[config.mk]
export PLATFORM = sky130hd
export DESIGN_NAME = pdc_top
export DESIGN_NICKNAME = d
export VERILOG_FILES = /design/src/design/pdc_pkg.sv /design/src/design/pdc_ratio_decode.sv /design/src/design/pdc_top.sv
export SDC_FILE = /design/constraint.sdc
export NUM_CORES = 1
export LEC_CHECK = 0
export BUFFER_PORTS_ARGS = -buffer_cell sky130_fd_sc_hd__buf_2
export CORE_UTILIZATION = 35
export DETAILED_ROUTE_END_ITERATION = 16
export PLACE_DENSITY = 0.64
export REMOVE_ABC_BUFFERS = 1
export SETUP_SLACK_MARGIN = 0.05
export SYNTH_ARGS = -nofsm -noshare
export SYNTH_HDL_FRONTEND = slang
export SYNTH_HIERARCHICAL = 1
export SYNTH_SLANG_ARGS = --single-unit
[constraint.sdc]
create_clock -name i_core_clk -period 1.45 [get_ports i_core_clk]
set_input_delay 0.2175 -clock i_core_clk [delete_from_list [all_inputs] [get_ports i_core_clk]]
set_output_delay 0.2175 -clock i_core_clk [all_outputs]
set_load 0.02 [all_outputs]
[src/design/pdc_pkg.sv]
// Behaviour
// - Fraction multiplier is six high bits joined with the eight-bit low byte.
// - Integer multiplier is one high bit plus low byte; low byte resets 8.
// - N divider code in bits 7:5 is its ratio, zero means eight.
// - Density divider code 0 to 4 gives 1,2,4,8,16; 5 to 7 reserved.
// - M divider code in bits 7:2 is its ratio, zero means 64.
// - ADC modulator divider bits 1:0 give 1,2,4; code 3 reserved.
// - DAC modulator divider bits 5:4 give 1,2,4; code 3 reserved.
// - Bit 2 of last register is top bit of primary bit clock divider.
// - Bit 1 of last register is top bit of secondary bit clock divider.
// - With automatic clock detection on, all these fields are ignored.
// - Integer top bit from bit 7, fraction top bits from 5:0 before.
// - Bit clock low byte joins top bit; combined zero means ratio 512.
// - N, M and density run flags follow their enable bits one clock later.
package pdc_pkg;
    localparam logic [7:0] PDC_ADDR_FRAC_LO = 8'h37;
    localparam logic [7:0] PDC_ADDR_INT_LO = 8'h38;
    localparam logic [7:0] PDC_ADDR_ND = 8'h39;
    localparam logic [7:0] PDC_ADDR_MA = 8'h3a;
    localparam logic [7:0] PDC_ADDR_DB = 8'h3b;
    localparam logic [7:0] PDC_RST_FRAC_LO = 8'h00;
    localparam logic [7:0] PDC_RST_INT_LO = 8'h08;
    localparam logic [7:0] PDC_RST_ND = 8'h20;
    localparam logic [7:0] PDC_RST_MA = 8'h04;
    localparam logic [7:0] PDC_RST_DB = 8'h00;
    // Writable bits of the last register; bit 0 is read-only zero
    localparam logic [7:0] PDC_MASK_DB = 8'hfe;
    localparam int PDC_N_MSB = 7;
    localparam int PDC_N_LSB = 5;
    localparam int PDC_D_MSB = 4;
    localparam int PDC_D_LSB = 2;
    localparam int PDC_M_MSB = 7;
    localparam int PDC_M_LSB = 2;
    localparam int PDC_A_MSB = 1;
    localparam int PDC_A_LSB = 0;
    localparam int PDC_DAC_MSB = 5;
    localparam int PDC_DAC_LSB = 4;
    localparam int PDC_PBIT = 2;
    localparam int PDC_SBIT = 1;
    localparam int PDC_INT_HI_BIT = 7;
    localparam int PDC_FRAC_HI_MSB = 5;
    localparam logic [3:0] PDC_N_ZERO_RATIO = 4'h8;
    localparam logic [6:0] PDC_M_ZERO_RATIO = 7'h40;
    localparam logic [9:0] PDC_B_ZERO_RATIO = 10'h200;

    typedef struct packed {
        logic [13:0] frac_mul;
        logic [8:0] int_mul;
        logic [3:0] n_ratio;
        logic [6:0] m_ratio;
        logic [4:0] density_ratio;
        logic [2:0] adc_ratio;
        logic [2:0] dac_ratio;
        logic [9:0] pbit_ratio;
        logic [9:0] sbit_ratio;
    } pdc_cfg_s;
endpackage

[src/design/pdc_ratio_decode.sv]
`timescale 1ns/1ps
`default_nettype none
module pdc_ratio_decode (
    input wire logic [7:0] i_nd,
    input wire logic [7:0] i_ma,
    input wire logic [7:0] i_db,
    input wire logic [7:0] i_pb_low,
    input wire logic [7:0] i_sb_low,
    output logic [3:0] o_n_ratio,
    output logic [6:0] o_m_ratio,
    output logic [4:0] o_density_ratio,
    output logic [2:0] o_adc_ratio,
    output logic [2:0] o_dac_ratio,
    output logic [9:0] o_pbit_ratio,
    output logic [9:0] o_sbit_ratio
);
    // Two-bit modulator code: 1,2,4; reserved code gives zero
    function automatic logic [2:0] mod_ratio(input logic [1:0] c);
        mod_ratio = (c == 2'h3) ? 3'h0 : 3'(3'h1 << c);
    endfunction

    // Zero code on a bit clock divider means 512
    function automatic logic [9:0] bit_ratio(input logic top,
                                             input logic [7:0] low);
        bit_ratio = ({top, low} == 9'h000) ? pdc_pkg::PDC_B_ZERO_RATIO
                                             : {1'b0, top, low};
    endfunction

    logic [2:0] n_code;
    logic [5:0] m_code;
    logic [2:0] d_code;
    assign n_code = i_nd[pdc_pkg::PDC_N_MSB:pdc_pkg::PDC_N_LSB];
    assign m_code = i_ma[pdc_pkg::PDC_M_MSB:pdc_pkg::PDC_M_LSB];
    assign d_code = i_nd[pdc_pkg::PDC_D_MSB:pdc_pkg::PDC_D_LSB];

    assign o_n_ratio = (n_code == 3'h0) ? pdc_pkg::PDC_N_ZERO_RATIO
                                        : {1'b0, n_code};
    assign o_m_ratio = (m_code == 6'h00) ? pdc_pkg::PDC_M_ZERO_RATIO
                                         : {1'b0, m_code};
    assign o_density_ratio = (d_code > 3'h4) ? 5'h00 : 5'(5'h01 << d_code);
    assign o_adc_ratio =
        mod_ratio(i_ma[pdc_pkg::PDC_A_MSB:pdc_pkg::PDC_A_LSB]);
    assign o_dac_ratio =
        mod_ratio(i_db[pdc_pkg::PDC_DAC_MSB:pdc_pkg::PDC_DAC_LSB]);
    assign o_pbit_ratio = bit_ratio(i_db[pdc_pkg::PDC_PBIT], i_pb_low);
    assign o_sbit_ratio = bit_ratio(i_db[pdc_pkg::PDC_SBIT], i_sb_low);
endmodule
`default_nettype wire

[src/design/pdc_top.sv]
`timescale 1ns/1ps
`default_nettype none
module pdc_top (
    input wire logic i_core_clk,
    input wire logic i_srst,
    input wire logic i_wr_en,
    input wire logic [7:0] i_addr,
    input wire logic [7:0] i_wdata,
    output logic [7:0] o_rdata,
    output logic o_hit,
    input wire logic i_auto_detect,
    input wire logic [7:0] i_pre_reg,
    input wire logic [7:0] i_pbit_low,
    input wire logic [7:0] i_sbit_low,
    input wire logic i_n_divider_on,
    input wire logic i_m_divider_on,
    input wire logic i_density_divider_on,
    input wire pdc_pkg::pdc_cfg_s i_auto_cfg,
    output pdc_pkg::pdc_cfg_s o_cfg,
    output logic o_n_run,
    output logic o_m_run,
    output logic o_density_run
);
    // ==========================================================
    // Register file
    // ==========================================================
    logic [7:0] frac_lo_q, frac_lo_d;
    logic [7:0] int_lo_q, int_lo_d;
    logic [7:0] nd_q, nd_d;
    logic [7:0] ma_q, ma_d;
    logic [7:0] db_q, db_d;

    always_comb begin
        frac_lo_d = frac_lo_q;
        int_lo_d = int_lo_q;
        nd_d = nd_q;
        ma_d = ma_q;
        db_d = db_q;
        if (i_wr_en) begin
            case (i_addr)
                pdc_pkg::PDC_ADDR_FRAC_LO: frac_lo_d = i_wdata;
                pdc_pkg::PDC_ADDR_INT_LO: int_lo_d = i_wdata;
                pdc_pkg::PDC_ADDR_ND: nd_d = i_wdata;
                pdc_pkg::PDC_ADDR_MA: ma_d = i_wdata;
                pdc_pkg::PDC_ADDR_DB: db_d = i_wdata & pdc_pkg::PDC_MASK_DB;
                default: ;
            endcase
        end
    end

    always_ff @(posedge i_core_clk) begin
        if (i_srst) begin
            frac_lo_q <= pdc_pkg::PDC_RST_FRAC_LO;
            int_lo_q <= pdc_pkg::PDC_RST_INT_LO;
            nd_q <= pdc_pkg::PDC_RST_ND;
            ma_q <= pdc_pkg::PDC_RST_MA;
            db_q <= pdc_pkg::PDC_RST_DB;
        end else begin
            frac_lo_q <= frac_lo_d;
            int_lo_q <= int_lo_d;
            nd_q <= nd_d;
            ma_q <= ma_d;
            db_q <= db_d;
        end
    end

    // Combinational read; unmapped addresses read zero
    always_comb begin
        o_hit = 1'b1;
        case (i_addr)
            pdc_pkg::PDC_ADDR_FRAC_LO: o_rdata = frac_lo_q;
            pdc_pkg::PDC_ADDR_INT_LO: o_rdata = int_lo_q;
            pdc_pkg::PDC_ADDR_ND: o_rdata = nd_q;
            pdc_pkg::PDC_ADDR_MA: o_rdata = ma_q;
            pdc_pkg::PDC_ADDR_DB: o_rdata = db_q;
            default: begin
                o_rdata = 8'h00;
                o_hit = 1'b0;
            end
        endcase
    end

    // ==========================================================
    // Field decode
    // ==========================================================
    pdc_pkg::pdc_cfg_s man_cfg, cfg_d, cfg_q;

    assign man_cfg.frac_mul =
        {i_pre_reg[pdc_pkg::PDC_FRAC_HI_MSB:0], frac_lo_q};
    assign man_cfg.int_mul = {i_pre_reg[pdc_pkg::PDC_INT_HI_BIT], int_lo_q};

    pdc_ratio_decode u_dec (
        .i_nd(nd_q),
        .i_ma(ma_q),
        .i_db(db_q),
        .i_pb_low(i_pbit_low),
        .i_sb_low(i_sbit_low),
        .o_n_ratio(man_cfg.n_ratio),
        .o_m_ratio(man_cfg.m_ratio),
        .o_density_ratio(man_cfg.density_ratio),
        .o_adc_ratio(man_cfg.adc_ratio),
        .o_dac_ratio(man_cfg.dac_ratio),
        .o_pbit_ratio(man_cfg.pbit_ratio),
        .o_sbit_ratio(man_cfg.sbit_ratio)
    );

    always_comb begin
        cfg_d = i_auto_detect ? i_auto_cfg : man_cfg;
    end

    logic n_run_d, m_run_d, d_run_d;
    always_comb begin
        n_run_d = i_n_divider_on;
        m_run_d = i_m_divider_on;
        d_run_d = i_density_divider_on;
    end

    always_ff @(posedge i_core_clk) begin
        if (i_srst) begin
            cfg_q <= '0;
            o_n_run <= 1'b0;
            o_m_run <= 1'b0;
            o_density_run <= 1'b0;
        end else begin
            cfg_q <= cfg_d;
            o_n_run <= n_run_d;
            o_m_run <= m_run_d;
            o_density_run <= d_run_d;
        end
    end
    assign o_cfg = cfg_q;
endmodule
`default_nettype wire

* After elaboration in Yosys (flattened, before gate mapping)
Cells that the tools add are included.
** Storage, ports and cells
- Register bits :: 107
- Bits of input ports :: 112
- Output and inout bits :: 77
- Word-level logic and storage cells :: 48
** Cells by class
- $lt $le $gt $ge :: 1
- Equal/unequal tests :: 7
- Shift-type cells :: 3
- Muxes and demuxes :: 10
- Reductions and logical operators :: 10
** Operator list (number)
- 65-bit 2-to-1 mux :: 1
- 8-bit by 6-bit == test with 1-bit output, second input constant :: 5
- 8-bit case mux with 5 select lines :: 1
- 10-bit 2-to-1 mux :: 2
- 9-bit logical NOT :: 2
- 2-bit AND reduction :: 5
- 7-bit 2-to-1 mux :: 1
- 6-bit logical NOT :: 1
- 3-bit 2-to-1 mux :: 2
- 1-bit by 2-bit left shift with 3-bit output, first input constant :: 2
- 5-bit 2-to-1 mux :: 1
- 5-bit OR reduction :: 1
- 1-bit by 3-bit left shift with 5-bit output, first input constant :: 1
- 2-bit == test, second input constant :: 2
- 4-bit 2-to-1 mux :: 1
- 3-bit greater-than comparator, second input constant :: 1
- 3-bit logical NOT :: 1
- 1-bit 2-to-1 mux :: 1

* Longest topological paths before layout
- Depth in word-level cells :: 3
- Mapped depth :: 5
- Mapped depth without buffers :: 4

* Cells and area by module
Netlist, hierarchy kept.
** By module, submodules not included
- pdc_top :: instances 1, cells each 388, area each 4247.8 um^2, sequential area each 2142.1 um^2
- pdc_ratio_decode :: instances 1, cells each 47, area each 262.8 um^2, sequential area each 0.0 um^2

* Least setup slack after synthesis
OpenSTA, ideal clock, no wires.
- Path kind :: input to output
- Start :: in i_addr[6]
- End :: out o_rdata[0]
- Arrival :: 1.234 ns
- Data required time :: 1.233 ns
- Setup slack :: -0.002 ns
- Stages on the path :: 4
- Path buffers :: 1
- Cells stage by stage :: nand4bb_1 > buf_6 > nor3_2 > a22o_1
** Between the ends
- Word-level cells in the longest chain between the ends :: 2
- Elaborated cells between the ends (all ways) :: 6
- Classes of those cells :: eq/ne: 5; mux: 1
** RTL lines
- start: declaration :: line pdc_top.sv:7 : input wire logic [7:0] i_addr,
- 8-bit by 6-bit == test with 1-bit output :: line pdc_top.sv:70 : case (i_addr)
- 8-bit case mux with 5 select lines * :: line pdc_top.sv:70
- end: declaration :: line pdc_top.sv:9 : output logic [7:0] o_rdata,
Every way passes the cells marked *; elsewhere a longest branch is shown, timed or not.

* Final worst setup path
- Start :: reg nd_q[6]
- End :: out o_rdata[6]
** Between the ends
- Word-level cells in the longest chain between the ends :: 1
** RTL lines
- start: declaration :: line pdc_top.sv:29 : logic [7:0] nd_q, nd_d;
- start signal: assignment :: line pdc_top.sv:55 : nd_q <= pdc_pkg::PDC_RST_ND;
- start signal: assignment :: line pdc_top.sv:61 : nd_q <= nd_d;
- 8-bit case mux with 5 select lines :: line pdc_top.sv:70
No other way between the ends.

==> results.cfg <==
[run_status]
status = complete, but fails checks
violations = setup timing

[detailed_routing]
antenna_left = 0
dr.pass1.iters = 4
num_vias = 3674
viasPerCell = 4.530
drc = 0
wirelength_um = 11980
avgRoutedWirePerCell_um = 14.78
drt_iter0_drc = 85

[clocking]
root_buffer = clkbuf_16
clk_pin_slew_ps = 70
ctsHoldBuffers = 0
cts_made_buffers = 9
cts_buffer_depth = 2
cts_tree = done
ctsHtreeMaxLevel = 3
clk_latency_ps = 350
cts.sinks = 107

[die]
fp-row-count = 41
initial_core_util_pct = 35.86
io_pins = 189
fp.dieArea_mm2 = 0.01333
core_area_mm2 = 0.01257
die_height_um = 115.5
die_width_um = 115.5

[final_layout]
final_cell_mix = buf_2, mux2i_1, dfxtp_1, nor2_1, buf_4
n_fill_cell = 1186
drive_above_1_share_pct = 46.48
instances_no_fill = 811
insertedDiodeCount = 0
multiInputGateArea_mm2 = 0.002178
utilization_pct = 50.67
seqCellArea_mm2 = 0.002161
nNetsFinal = 747
final_cell_area_mm2 = 0.006369
final_common_cell = buf_2
area_delta_synth_final_pct = 41.31

[sta]
holdWs_ps = 74.08
final_hold_viol_count = 0
fmax_mhz = 581.6
skew_ps = 3.377
finalCritPeriodShare_pct = 118.6
tightest_slew_ps = 333.5
relSlewSlack_pct = 77.76
rsz0062_at_grt = yes
setup_ws_ps = -269.4
report.final.setup_viol = 9
post-route-min-period_ps = 1719
report.final.slew_viol_count = 0

[worst_setup_path]
cp.arrival_ps = 1500
critPathMaxFanout = 2
criticalPathCategory = flip-flop to output port
required_ps = 1230
end_kind = output port
crit_start = nd_q[6]$_SDFFE_PP0P_
r2r_start = ma_q[4]$_SDFFE_PP0P_
worstSetupStartpointType = flip-flop

[global_routing]
antenna_found_initial = 0
grt_overflow = 0
grt_pass1_vias = 3576
grt_pass1_wl_um = 18090
groute.usage.overall_pct = 18.15
grt_max_degree = 41

[run]
maxCapViolCount = 0

[worst_hold_path]
hp-class = input port to flip-flop
min-delay-start = i_m_divider_on

[synth]
netlist_area_mm2 = 0.004507
synth_area_per_cell_um2 = 10.38
syn_inst = 434
ys_warn_count = 6

[power]
cellLeakagePower_nw = 3.145
ir_drop_mv = 0.4587
p_per_area_mw_per_mm2 = 1018

[placement]
post-dp-hpwl_um = 8848
postPlaceCellArea_mm2 = 0.005817
place.port_buffers = 187
place_ws_ps = -248.6
gp_congestion = 0.7668
dp_cells = 785
## power breakdown
part / leakage (nW) / switching, mW / internal [mW]
sequential: 0.882 / 0.0218 / 3.04
combinational: 2.12 / 0.417 / 0.365
clock: 0.148 / 1.09 / 1.55
## final timing paths
kind                           to  slack, ps  cells after the start
max                    o_rdata[6]       -270                      3
min            o_m_run$_SDFF_PP0_         70                      2
max reg2reg  o_cfg[37]$_SDFF_PP0_        100                      5
min reg2reg  db_q[6]$_SDFFE_PP0P_        480                      2
## through the flow
stage	power, mW	TNS (ps)
2_1_floorplan	3.460	-11430
3_3_place_gp	3.877	-7709
3_5_place_dp	3.898	-9495
4_1_cts	6.563	-1953
5_1_grt	6.744	-2279
6_report	6.485	-1832
## state kept, by name, indices dropped and copies added, names as in the netlist
signal and cells:
o_cfg 65, int_lo_q 8, frac_lo_q 8, db_q 7
o_m_run 1, nd_q 8, ma_q 8, o_n_run 1
o_density_run 1
## metal layers
layer	GRT usage [%]	part of all wire (%)	up-vias
li1	-	-	1845
met1	21.24	43	1701
met2	31.62	49	119
met3	5.230	6.8	9
met4	6.320	0.97	0
met5	0	0	-
## cell type report
class | count | share of cell area, %
clock buffers | 11 | 3.811
clock inverters | 4 | 1.179
inverters | 2 | 0.1179
multi-input cells | 272 | 34.20
flip-flops and latches | 107 | 33.93
well taps | 172 | 3.379
repair buffers | 243 | 23.38
## repair_timing
item                                    CTS  global route
setup buffers                            10             1
endpoints found under the setup margin    9            41
cloned                                    0             0
pin swaps                                 1             4
resized for setup                        42             5
## critical path: stages (launching register included)
cell and delay [ps]:
dfxtp_2 330, mux4_2 470, a22o_1 210, buf_6 130
Note: power is estimated with default switching activity, not from simulation.
